`src/og1_cfg.svh`:
```
// offsets, field positions, reset values and timing counts of the operate group 1 unit
`ifndef OG1_CFG_SVH
`define OG1_CFG_SVH

// ----------------------------------------------------------------------------
// register byte offsets
// ----------------------------------------------------------------------------
`define OG1_ADR_INSTR    8'h00
`define OG1_ADR_WORK     8'h04
`define OG1_ADR_CARRY    8'h08
`define OG1_ADR_STATUS   8'h0c

// ----------------------------------------------------------------------------
// instruction fields, as vector index (word bit 0 is vector bit 11)
// ----------------------------------------------------------------------------
`define OG1_OPC_HI       11
`define OG1_OPC_LO       9
`define OG1_OPCODE       3'h7
`define OG1_B_GROUP      8
`define OG1_B_LAST       0
`define OG1_B_ZERO_WORK  7
`define OG1_B_ZERO_CARRY 6
`define OG1_B_INV_WORK   5
`define OG1_B_INV_CARRY  4
`define OG1_ROT_HI       3
`define OG1_ROT_LO       1
`define OG1_B_INC        0

// rotate field codes
`define OG1_ROT_NONE     3'h0
`define OG1_ROT_SWAP     3'h1
`define OG1_ROT_L1       3'h2
`define OG1_ROT_L2       3'h3
`define OG1_ROT_R1       3'h4
`define OG1_ROT_R2       3'h5

// ----------------------------------------------------------------------------
// status fields, reset values, timing
// ----------------------------------------------------------------------------
`define OG1_ST_BUSY      0
`define OG1_ST_DONE      1
`define OG1_ST_DROP      2
`define OG1_ST_OPER      3
`define OG1_ST_GRP_LO    4
`define OG1_ST_STA_LO    8
`define OG1_RST_INSTR    12'h000
`define OG1_RST_WORK     12'h000
`define OG1_RST_CARRY    1'h0
`define OG1_STATES_SHORT 5'h0a
`define OG1_STATES_LONG  5'h0f
`define OG1_CLKS_PER_ST  2

`endif

```
`src/og1_pkg.sv`:
```
// types shared by the operate group 1 unit
package og1_pkg;

  // ----------------------------------------------------------------------------
  // wishbone carriers
  // ----------------------------------------------------------------------------
  typedef struct packed {
    logic        cyc;
    logic        stb;
    logic        we;
    logic [7:0]  adr;
    logic [3:0]  sel;
    logic [31:0] dat;
  } og1_wb_req_t;

  typedef struct packed {
    logic        ack;
    logic [31:0] dat;
  } og1_wb_rsp_t;

  // ----------------------------------------------------------------------------
  // sequencing and decode
  // ----------------------------------------------------------------------------
  typedef enum logic [2:0] {OG1_IDLE, OG1_SEQ1, OG1_SEQ2, OG1_SEQ3, OG1_SEQ4, OG1_HOLD} og1_fsm_t;
  typedef enum logic [1:0] {OG1_GRP_NONE, OG1_GRP_1, OG1_GRP_2, OG1_GRP_3} og1_grp_t;

  typedef struct packed {
    og1_fsm_t    fsm;
    og1_grp_t    grp;
    logic        oper;
    logic [11:0] instr;
    logic [11:0] work;
    logic        carry;
    logic [4:0]  states;
    logic [4:0]  cnt;
    logic        busy;
    logic        done;
    logic        done_pulse;
    logic        drop;
    og1_wb_rsp_t rsp;
  } og1_state_t;

endpackage

```
`src/og1_unit.sv`:
```
// operate group 1 microinstruction decoder and executor with wishbone registers
`timescale 1ns/1ps
`include "og1_cfg.svh"

// Notes on behaviour
// RULE1 - top three bits 111 mean operate class
// RULE2 - operate with bit 3 clear is group 1
// RULE3 - bit 3 set: bit 11 picks group 2/3
// RULE4 - combined bits: every selected action executes
// RULE5 - actions run in ascending sequence order
// RULE6 - same sequence actions happen together
// RULE7 - bits 4-7 zero/invert, bit 11 increments
// RULE8 - bits 8-10 select swap or rotates
// RULE9 - all-zero group 1 changes nothing, 10 states
// RULE10 - zero work register, 10 states
// RULE11 - zero carry flag, 10 states
// RULE12 - invert work register, 10 states
// RULE13 - invert carry flag, 10 states
// RULE14 - increment; carry out inverts carry flag
// RULE15 - swap six-bit halves, carry kept, 15 states
// RULE16 - rotate chain left one, 15 states
// RULE17 - rotate chain left two, 15 states
// RULE18 - rotate chain right one, 15 states
// RULE19 - rotate chain right two, 15 states
// RULE20 - each state lasts two clock periods
// RULE21 - bit 0 is msb; rotate means 15
// RULE22 - later steps use earlier step results
module og1_unit #(
  parameter int CLKS_PER_STATE = `OG1_CLKS_PER_ST
) (
  input  wire logic                 clk_i,
  input  wire logic                 rst_i,
  input  wire og1_pkg::og1_wb_req_t wb_req_i,
  output og1_pkg::og1_wb_rsp_t      wb_rsp_o,
  output logic [11:0]               work_o,
  output logic                      carry_o,
  output logic                      busy_o,
  output logic                      done_o
);
  import og1_pkg::*;

  // ----------------------------------------------------------------------------
  // state and helpers
  // ----------------------------------------------------------------------------
  og1_state_t  st;
  og1_state_t  next_st;
  logic        req;
  logic        wr;
  logic [31:0] lane_mask;
  logic [31:0] rd_data;
  logic [31:0] wr_word;
  logic [11:0] new_instr;
  logic [2:0]  rot;
  logic [12:0] inc_sum;

  // byte lane mask from wishbone select
  function automatic logic [31:0] sel_mask(input logic [3:0] sel);
    logic [31:0] m;
    m = 32'h0000_0000;
    // each set select bit opens one byte lane
    for (int i = 0; i < 4; i++)
    begin
      if (sel[i])
      begin
        m[i*8 +: 8] = 8'hff;
      end
    end
    return m;
  endfunction

  // state count of a group 1 word: any rotate field code other than none costs the long form
  function automatic logic [4:0] g1_states(input logic [11:0] ins);
    // codes 110 and 111 move no data but still cost the long form
    if (ins[`OG1_ROT_HI:`OG1_ROT_LO] != `OG1_ROT_NONE)
    begin
      return `OG1_STATES_LONG;                        // [RULE21] [RULE15]
    end
    return `OG1_STATES_SHORT;                         // [RULE9] [RULE10] [RULE14]
  endfunction

  // clock periods for a number of states
  function automatic logic [4:0] clks_of(input logic [4:0] states);
    logic [9:0] prod;
    // wide product, cut to the counter width; defaults fit in five bits
    prod = 10'(states) * 10'(CLKS_PER_STATE);
    return prod[4:0];                                 // [RULE20]
  endfunction

  // ----------------------------------------------------------------------------
  // bus decode
  // ----------------------------------------------------------------------------
  // a request is taken once; ack drops the cycle after it is given
  assign req       = wb_req_i.cyc && wb_req_i.stb && !st.rsp.ack;
  assign wr        = req && wb_req_i.we;
  assign lane_mask = sel_mask(wb_req_i.sel);
  assign rot       = st.instr[`OG1_ROT_HI:`OG1_ROT_LO];   // [RULE8]
  // increment with its carry out in bit 12
  assign inc_sum   = {1'b0, st.work} + 13'h0001;

  // register read mux; unmapped offsets read zero
  always_comb
  begin
    rd_data = 32'h0000_0000;
    case (wb_req_i.adr)
      `OG1_ADR_INSTR:  rd_data[11:0] = st.instr;
      `OG1_ADR_WORK:   rd_data[11:0] = st.work;
      `OG1_ADR_CARRY:  rd_data[0]    = st.carry;
      `OG1_ADR_STATUS:
      begin
        // flags, group and state count
        rd_data[`OG1_ST_BUSY]            = st.busy;
        rd_data[`OG1_ST_DONE]            = st.done;
        rd_data[`OG1_ST_DROP]            = st.drop;
        rd_data[`OG1_ST_OPER]            = st.oper;
        rd_data[`OG1_ST_GRP_LO +: 2]     = st.grp;
        rd_data[`OG1_ST_STA_LO +: 5]     = st.states;
      end
      default:         rd_data = 32'h0000_0000;
    endcase
  end

  // merged write word for the addressed register, respecting byte lanes
  always_comb
  begin
    case (wb_req_i.adr)
      `OG1_ADR_INSTR:  wr_word = ({20'h00000, st.instr} & ~lane_mask) | (wb_req_i.dat & lane_mask);
      `OG1_ADR_WORK:   wr_word = ({20'h00000, st.work} & ~lane_mask) | (wb_req_i.dat & lane_mask);
      `OG1_ADR_CARRY:  wr_word = ({31'h0, st.carry} & ~lane_mask) | (wb_req_i.dat & lane_mask);
      default:         wr_word = wb_req_i.dat & lane_mask;
    endcase
  end

  // instruction bits of the merged write word
  assign new_instr = wr_word[11:0];

  // ----------------------------------------------------------------------------
  // next state
  // ----------------------------------------------------------------------------
  always_comb
  begin
    // hold everything; ack answers a taken request one clock later
    next_st            = st;
    next_st.done_pulse = 1'b0;
    next_st.rsp.ack    = req;
    next_st.rsp.dat    = req ? rd_data : st.rsp.dat;

    // sequencing of an accepted group 1 word, one logical step per clock
    case (st.fsm)
      OG1_IDLE:
      begin
        // waiting for a launched group 1 word
        next_st.fsm = OG1_IDLE;
      end
      OG1_SEQ1:
      begin
        // both clears act in the same step
        if (st.instr[`OG1_B_ZERO_WORK])
        begin
          next_st.work = 12'h000;                     // [RULE10] [RULE6]
        end
        if (st.instr[`OG1_B_ZERO_CARRY])
        begin
          next_st.carry = 1'b0;                       // [RULE11] [RULE6]
        end
        next_st.fsm = OG1_SEQ2;                       // [RULE5]
      end
      OG1_SEQ2:
      begin
        // both inversions act on the cleared values
        if (st.instr[`OG1_B_INV_WORK])
        begin
          next_st.work = ~st.work;                    // [RULE12] [RULE22]
        end
        if (st.instr[`OG1_B_INV_CARRY])
        begin
          next_st.carry = ~st.carry;                  // [RULE13] [RULE22]
        end
        next_st.fsm = OG1_SEQ3;                       // [RULE5]
      end
      OG1_SEQ3:
      begin
        // increment, carry out of the msb flips the carry flag
        if (st.instr[`OG1_B_INC])
        begin
          next_st.work = inc_sum[11:0];               // [RULE14] [RULE22]
          // carry out of the word msb
          if (inc_sum[12])
          begin
            next_st.carry = ~st.carry;                // [RULE14]
          end
        end
        next_st.fsm = OG1_SEQ4;                       // [RULE5]
      end
      OG1_SEQ4:
      begin
        // rotate chain is carry flag above the work register msb
        case (rot)
          `OG1_ROT_SWAP: next_st.work = {st.work[5:0], st.work[11:6]};   // [RULE15]
          `OG1_ROT_L1:
          begin
            next_st.carry = st.work[11];                                 // [RULE16]
            next_st.work  = {st.work[10:0], st.carry};                   // [RULE16]
          end
          `OG1_ROT_L2:
          begin
            next_st.carry = st.work[10];                                 // [RULE17]
            next_st.work  = {st.work[9:0], st.carry, st.work[11]};       // [RULE17]
          end
          `OG1_ROT_R1:
          begin
            next_st.carry = st.work[0];                                  // [RULE18]
            next_st.work  = {st.carry, st.work[11:1]};                   // [RULE18]
          end
          `OG1_ROT_R2:
          begin
            next_st.carry = st.work[1];                                  // [RULE19]
            next_st.work  = {st.work[0], st.carry, st.work[11:2]};       // [RULE19]
          end
          default: next_st.work = st.work;            // none, or unused codes
        endcase
        next_st.fsm = OG1_HOLD;                       // [RULE5]
      end
      OG1_HOLD:
      begin
        // steps finished; the counter closes the window
        next_st.fsm = OG1_HOLD;
      end
      default:
      begin
        // unused encodings fall back to idle
        next_st.fsm = OG1_IDLE;
      end
    endcase

    // busy window: exactly states times clocks per state
    if (st.fsm != OG1_IDLE)
    begin
      // last busy clock: release busy and pulse done
      if (st.cnt == 5'h01)
      begin
        next_st.fsm        = OG1_IDLE;                // [RULE20]
        next_st.busy       = 1'b0;
        next_st.done       = 1'b1;
        next_st.done_pulse = 1'b1;
      end
      else
      begin
        // otherwise one clock less to go
        next_st.cnt = st.cnt - 5'h01;                 // [RULE20]
      end
    end

    // register writes; a write of one to the status drop bit clears it
    if (wr)
    begin
      case (wb_req_i.adr)
        `OG1_ADR_INSTR:
        begin
          // a launch while executing is refused and flagged
          if (st.busy)
          begin
            next_st.drop = 1'b1;                      // refused while executing
          end
          else
          begin
            // accepted: fresh status before decoding
            next_st.instr  = new_instr;
            next_st.done   = 1'b0;
            next_st.oper   = (new_instr[`OG1_OPC_HI:`OG1_OPC_LO] == `OG1_OPCODE);  // [RULE1]
            next_st.states = 5'h00;
            next_st.grp    = OG1_GRP_NONE;
            // only operate class words get a group
            if (new_instr[`OG1_OPC_HI:`OG1_OPC_LO] == `OG1_OPCODE)
            begin
              if (!new_instr[`OG1_B_GROUP])
              begin
                // group 1 whatever bit 11 says; all action bits kept
                next_st.grp    = OG1_GRP_1;           // [RULE2] [RULE4] [RULE7]
                next_st.states = g1_states(new_instr);
                next_st.cnt    = clks_of(g1_states(new_instr));   // [RULE20]
                next_st.busy   = 1'b1;
                next_st.fsm    = OG1_SEQ1;
              end
              else if (new_instr[`OG1_B_LAST])
              begin
                // register pair group, recognised only
                next_st.grp = OG1_GRP_3;              // [RULE3]
              end
              else
              begin
                // test and skip group, recognised only
                next_st.grp = OG1_GRP_2;              // [RULE3]
              end
            end
          end
        end
        `OG1_ADR_WORK:
        begin
          // direct load, refused while executing
          if (st.busy)
          begin
            next_st.drop = 1'b1;
          end
          else
          begin
            next_st.work = wr_word[11:0];
          end
        end
        `OG1_ADR_CARRY:
        begin
          // direct load of the flag, refused while executing
          if (st.busy)
          begin
            next_st.drop = 1'b1;
          end
          else
          begin
            next_st.carry = wr_word[0];
          end
        end
        `OG1_ADR_STATUS:
        begin
          // clear drop only when byte lane 0 is selected and the drop bit is written as one
          if (wb_req_i.sel[0] && wb_req_i.dat[`OG1_ST_DROP])
          begin
            next_st.drop = 1'b0;
          end
        end
        default:
        begin
          next_st.drop = st.drop;                     // unmapped write ignored
        end
      endcase
    end
  end

  // ----------------------------------------------------------------------------
  // state register
  // ----------------------------------------------------------------------------
  always_ff @(posedge clk_i)
  begin
    if (rst_i)
    begin
      // every field to its reset value
      st.fsm        <= OG1_IDLE;
      st.grp        <= OG1_GRP_NONE;
      st.oper       <= 1'b0;
      st.instr      <= `OG1_RST_INSTR;
      st.work       <= `OG1_RST_WORK;
      st.carry      <= `OG1_RST_CARRY;
      st.states     <= 5'h00;
      st.cnt        <= 5'h00;
      st.busy       <= 1'b0;
      st.done       <= 1'b0;
      st.done_pulse <= 1'b0;
      st.drop       <= 1'b0;
      st.rsp        <= '0;
    end
    else
    begin
      // whole state advances together
      st <= next_st;
    end
  end

  // ----------------------------------------------------------------------------
  // outputs, all straight from the state register
  // ----------------------------------------------------------------------------
  assign wb_rsp_o = st.rsp;
  assign work_o   = st.work;
  assign carry_o  = st.carry;
  assign busy_o   = st.busy;
  assign done_o   = st.done_pulse;

endmodule // og1_unit

```
`config.mk`:
```
export PLATFORM = sky130hd
export DESIGN_NAME = og1_unit
export DESIGN_NICKNAME = d
export VERILOG_FILES = /design/src/og1_pkg.sv /design/src/og1_unit.sv
export VERILOG_INCLUDE_DIRS = /design/src /design/src/src
export SDC_FILE = /design/constraint.sdc
export NUM_CORES = 1
export LEC_CHECK = 0
export BUFFER_PORTS_ARGS = -buffer_cell sky130_fd_sc_hd__buf_2
export CAP_MARGIN = 20
export CORE_UTILIZATION = 30
export CTS_CLUSTER_SIZE = 10
export DETAILED_ROUTE_END_ITERATION = 6
export PLACE_DENSITY_LB_ADDON = 0.2
export SYNTH_ARGS = -nofsm -noshare
export SYNTH_HDL_FRONTEND = slang
export SYNTH_SLANG_ARGS = --single-unit
```
`constraint.sdc`:
```
create_clock -name clk_i -period 2.8 [get_ports clk_i]
set_clock_uncertainty 0.15 [all_clocks]
set_input_delay 0.28 -clock clk_i [delete_from_list [all_inputs] [get_ports clk_i]]
set_output_delay 0.28 -clock clk_i [all_outputs]
set_load 0.1 [all_outputs]
```
==> flow_summary.json, run 1 <==
{
  "status": "complete, no violations",
  "syn_inst": 581,
  "synth.area.mux_share": 0.06698,
  "cap_violations": 0,
  "criticalPathCategory": "flop to flop",
  "gr-total-overflow": 0,
  "p_per_area_nw_per_um2": 355.9,
  "dieArea_sq_um": 14870,
  "cts_buffers": 5,
  "synth-xor-area-share": 0.01015,
  "grt_usage": 0.2015,
  "initial_utilization": 0.3097,
  "ant_nets": 0,
  "finalCritPeriodShare": 0.8639,
  "clockRootBuffer": "clkbuf_16",
  "startpoint_type": "flop",
  "cp-end-kind": "flop",
  "ys_ff_latch": 55,
  "netlist.area_leader.share": 0.2551,
  "cts_htree_levels": 2,
  "ir_drop_mv": 0.2705,
  "vias": 4446,
  "yosys.area_share.adder": 0.008698,
  "rsz0062_at_grt": "false",
  "finalSetupTns_ns": 0,
  "min_path_type": "input port to flop",
  "dieWidth_um": 121.9,
  "final_net_count": 653,
  "ys_seq_area_frac": 0.2551,
  "wl_um": 14850,
  "coreArea_sq_um": 13930,
  "r2r_slack_ns": 0.38,
  "cp.required_ns": 2.81,
  "relSlewSlack": 0.5254,
  "antenna_cells": 0,
  "drv_slew": 0,
  "synth.area.top_cells": "dfxtp_1 26%, buf_4 7.8%, mux2i_1 4.9%",
  "cts_max_path_buffers": 2,
  "syn_to_final_growth_pct": 10.55,
  "fin_hold_ws_ns": 0.2326,
  "post-route-min-period_ns": 2.419,
  "cp.arrival_ns": 2.43,
  "synthesis.area_sq_um": 4315,
  "max_freq_mhz": 413.4,
  "ctsResizeCount": 0,
  "cts_setup_buffers": 0,
  "crit_fanout": 24,
  "die_h_um": 121.9,
  "synth-compound-area-share": 0.2807,
  "via_per_inst": 5.685,
  "gp_congestion": 0.9189,
  "synth_area_leader_cell": "dfxtp_1",
  "clock_sinks": 55,
  "tritoncts": "yes",
  "portBuffers": 54,
  "fp-row-count": 43,
  "pin_count": 97,
  "finalHoldViolCount": 0,
  "clk_pin_slew_ns": 0.08,
  "avgSynthCellArea_sq_um": 7.428,
  "clock_latency_ns": 0.31,
  "ys_types": 72,
  "cts_hold_buf": 0,
  "hpwl_um": 10990,
  "drtIter0Drc": 481,
  "drcViolationCount": 0,
  "p_leak_nw": 1.797,
  "synth_edf_count": 0,
  "final_layout_size_suffix_gt1_frac": 0.1910,
  "synth_top_flop_cell": "dfxtp_1",
  "finalSetupViolCount": 0,
  "firstDrtPassIters": 5,
  "grt_pass1_wl_um": 22850,
  "yosys.area_share.simple": 0.2378,
  "synth-async-reset-ratio": 0,
  "synth-warning-count": 0,
  "tightest_slew_ns": 0.7109,
  "nFillCells": 1500,
  "wire_per_inst_um": 18.98,
  "grt_max_degree": 36,
  "antenna_found_initial": 0,
  "synth_top_family_by_area": "compound AO/OA/AOI/OAI gates",
  "grt_pass1_vias": 4002
}
[worst paths after layout]
kind | cells past startpoint | endpoint | from
max | 6 | work_o[10]$_SDFF_PP0_ | rot[1]$_SDFFE_PP0P_
min | 3 | work_o[5]$_SDFF_PP0_ | wb_req_i[5]
max reg2reg | 6 | work_o[10]$_SDFF_PP0_ | rot[1]$_SDFFE_PP0P_
min reg2reg | 2 | st[72]$_SDFFE_PP0P_ | st[72]$_SDFFE_PP0P_
[routing by layer]
layer,up-vias,track usage,routed length (um)
met4,0,0.08102,380
met3,26,0.03137,1107
met5,-,0,0
met2,186,0.3090,6571
li1,2107,-,-
met1,2127,0.2794,6786
[cells by family after synthesis]
group,Yosys count
XOR/XNOR,5
adder cells (fa/ha/maj),3
multiplexers,28
other,1
AO/OA/AOI/OAI,177
buffers and inverters,110
AND/OR/NAND/NOR,202
flip-flops,55
[cell type report]
class                      count  area [sq um]  share of cell area
clock buffer                   5         125.1             0.02623
tap                          180         225.2             0.04721
clock inverter                 3         27.53            0.005770
inverter                      13         48.80             0.01023
timing repair buffer          91         560.5              0.1175
sequential                    55          1101              0.2308
multi-input combinational    435          2683              0.5623
[layout by cell type, fill, tap and decap left out, types with 19 or more instances in the layout]
master    count
nor3_1       26
mux2i_1      21
o21ai_0      35
nand2_1      48
buf_4        36
a21oi_1      36
dfxtp_1      55
buf_2        54
nor2_1       56
conb_1       20
a211oi_1     19
[critical path: stages, from the launching register on]
cell	delay (ns)
dfxtp_1	0.79
nor2b_1	0.43
a221oi_1	0.17
o21ai_0	0.17
a32oi_1	0.14
a211oi_1	0.33
nor3_1	0.10
[report_power, final]
group,switching [mW],internal (mW)
clock,0.342,0.341
sequential,0.000639,0.782
combinational,0.194,0.0381
[synth_stat cells (4+ instances only)]
library cell  number
inv_1             12
buf_4             45
o21a_1             5
and3_1             6
mux2_2             7
xnor2_1            4
a21oi_1           36
dfxtp_1           55
a221oi_1           5
a22o_1            12
and2_1             4
o22ai_1            6
buf_2              5
mux2i_1           21
nand3b_1           6
nand2b_1           7
o21ai_0           35
a31oi_1           10
nand2_1           48
nand3_1           11
nor2_1            56
a22oi_1           12
buf_1              4
nor3_1            26
o221ai_1           4
clkbuf_1          41
o31ai_1            6
nor4_1             4
or3_1              6
a211oi_1          19
[stage by stage]
stage | power (mW) | setup slack (ns) | instances | util | cell area, sq um
after floorplan | 1.005 | 0.4394 | 600 | - | 4387
after CTS | 1.712 | 0.4211 | 782 | 0.3424 | 4771
after detailed placement | 1.032 | 0.2709 | 774 | 0.3314 | 4618
final | 1.698 | 0.3812 | 782 | 0.3424 | 4771
after global routing | 1.750 | 0.1969 | 782 | 0.3424 | 4771
after global placement | 1.031 | 0.3145 | 774 | 0.3314 | 4618
[sequential cells by signal, indices dropped and copies added, names as in the netlist]
| signal | cells |
|---|---|
| carry_o | 1 |
| st | 24 |
| done_o | 1 |
| work_o | 12 |
| rot | 3 |
| busy_o | 1 |
| wb_rsp_o | 13 |
Power figures use the tool's default switching activity.
==> run 2, diff against run 1 <==
--- a/config.mk
+++ b/config.mk
@@ -11,7 +11,7 @@
 export CORE_UTILIZATION = 30
 export CTS_CLUSTER_SIZE = 10
 export DETAILED_ROUTE_END_ITERATION = 6
-export PLACE_DENSITY_LB_ADDON = 0.2
+export PLACE_DENSITY = 0.48
 export SYNTH_ARGS = -nofsm -noshare
 export SYNTH_HDL_FRONTEND = slang
 export SYNTH_SLANG_ARGS = --single-unit
==> constraint.sdc (replaced) <==
create_clock -name clk_i -period 2.2 [get_ports clk_i]
set_clock_uncertainty 0.15 [all_clocks]
set_input_delay 0.22 -clock clk_i [delete_from_list [all_inputs] [get_ports clk_i]]
set_output_delay 0.22 -clock clk_i [all_outputs]
set_load 0.1 [all_outputs]
==> run 2 against run 1 <==
Compared with the run above:
- critical path depth grew 1
- utilization up 2.4 points
- clock-buffer cell count did not move
- critical endpoint unchanged
- die area unchanged
- largest power group unchanged
- first-iteration DRC count fell by 25%
- sequential share of layout area fell by 1.4 points
- highest routed layer unchanged
- global-route usage rose by 1.9 points
- routed wire length increased by 6.6%
- worst hold slack got worse by 0.050 ns
==> flow_summary.json, run 2 (synthesis gave the netlist of run 1 again) <==
{
  "grt_max_degree": 47,
  "gr-total-overflow": 0,
  "grt_usage": 0.2207,
  "critPathSlowestCell": "or3b_2",
  "grt_pass1_wl_um": 24740,
  "cts_buffers": 5,
  "finalCritPeriodShare": 0.9444,
  "clock_latency_ns": 0.31,
  "cts_max_path_buffers": 2,
  "cts_htree_levels": 2,
  "clock_sinks": 55,
  "cts_setup_buffers": 0,
  "max_stage_delay_ns": 0.52,
  "tightest_slew_ns": 0.5254,
  "dieArea_sq_um": 14870,
  "wl_um": 15830,
  "dpl_cell_area_sq_um": 4941,
  "final_layout_size_suffix_gt1_frac": 0.2551,
  "status": "complete, no violations",
  "ir_drop_mv": 0.3030,
  "post-route-min-period_ns": 2.078,
  "place_ws_ns": -0.1911,
  "design_area_sq_um": 5107,
  "fp-row-count": 43,
  "portBuffers": 54,
  "critical_path.top_delay_family": "simple AND/OR/NAND/NOR gates",
  "fin_hold_ws_ns": 0.1831,
  "cp_num_buf_inv": 1,
  "layout_commonest_cell": "buf_4",
  "cp.required_ns": 2.29,
  "largest_reg_flops": 24,
  "dieWidth_um": 121.9,
  "die_h_um": 121.9,
  "crit_fanout": 4,
  "cap_violations": 0,
  "cp-end-kind": "flop",
  "hpwl_um": 12070,
  "p_per_area_nw_per_um2": 426.1,
  "drv_slew": 0,
  "coreArea_sq_um": 13930,
  "drcViolationCount": 0,
  "finalWorstSetupSlack_ns": 0.1223,
  "p_leak_nw": 2.014,
  "final_cell_mix": "76 x buf_4, 55 x nor2_1, 54 x buf_2, 50 x dfxtp_1, 48 x nand2_1",
  "criticalPathCategory": "flop to flop",
  "via_per_inst": 5.539,
  "cp.arrival_ns": 2.17,
  "startpoint_type": "flop",
  "grt_pass1_vias": 4364,
  "max_freq_mhz": 481.3,
  "pin_count": 97,
  "tritoncts": "yes",
  "initial_utilization": 0.3097,
  "syn_to_final_growth_pct": 18.35,
  "cts_hold_buf": 0,
  "rsz0062_at_grt": "true",
  "final_net_count": 694,
  "ctsResizeCount": 0,
  "gp_congestion": 0.8954,
  "seq_area_sq_um": 1107,
  "antenna_found_initial": 0,
  "firstDrtPassIters": 5,
  "multi_input_area_sq_um": 2696,
  "finalHoldViolCount": 0,
  "wire_per_inst_um": 19.23,
  "clk_pin_slew_ns": 0.08,
  "antenna_cells": 0,
  "crit_chain": "or3b_2, nor3_2, buf_4, o21ai_0, a32oi_1, a211oi_1, nor3_1",
  "ant_nets": 0,
  "top_register": "st",
  "min_path_type": "input port to flop",
  "relSlewSlack": 0.6497,
  "drtIter0Drc": 361,
  "clockRootBuffer": "clkbuf_16",
  "finalSetupViolCount": 0,
  "nFillCells": 1501,
  "vias": 4559
}
-- run 2: stage by stage --
stage	power [mW]	instances	utilization	TNS, ns
5_1_grt	2.250	823	0.3665	-0.007083
6_report	2.176	823	0.3665	0
4_1_cts	2.193	823	0.3653	0
2_1_floorplan	1.278	600	-	0
3_5_place_dp	1.330	815	0.3546	-1.225
3_3_place_gp	1.328	815	0.3546	-0.8754
-- run 2: power breakdown --
| part | switching, mW | total (mW) | internal (mW) |
|---|---|---|---|
| Sequential | 0.000782 | 0.996 | 0.995 |
| Combinational | 0.250 | 0.311 | 0.0606 |
| Clock | 0.439 | 0.869 | 0.431 |
| Total | 0.690 | 2.18 | 1.49 |
-- run 2: final timing paths --
check	depth (start not counted)	start	to	slack, ns
setup / recovery	7	st[77]$_SDFF_PP0_	work_o[10]$_SDFF_PP0_	0.12
hold / removal	5	wb_req_i[7]	st[67]$_SDFFE_PP0P_	0.18
setup reg to reg	7	st[77]$_SDFF_PP0_	work_o[10]$_SDFF_PP0_	0.12
hold reg to reg	2	st[43]$_SDFFE_PP0P_	st[43]$_SDFFE_PP0P_	0.30
-- run 2: area by class of cell --
class | count | area share
flip-flops and latches | 55 | 0.2168
multi-input cells | 435 | 0.5279
clock buffers | 5 | 0.02450
clock inverters | 3 | 0.004655
inverters | 13 | 0.009554
repair buffers | 132 | 0.1725
well taps | 180 | 0.04410
-- run 2: worst reg2reg max path: stages, from the launching register on --
cell	delay (ns)
dfxtp_1	0.36
or3b_2	0.52
nor3_2	0.25
buf_4	0.17
o21ai_0	0.08
a32oi_1	0.21
a211oi_1	0.09
nor3_1	0.17
-- run 2: routing by layer --
layer | global-route usage | routed length, um
met5 | 0 | 0
met4 | 0.08410 | 367
met3 | 0.03839 | 840
met2 | 0.3471 | 7175
met1 | 0.2983 | 7444
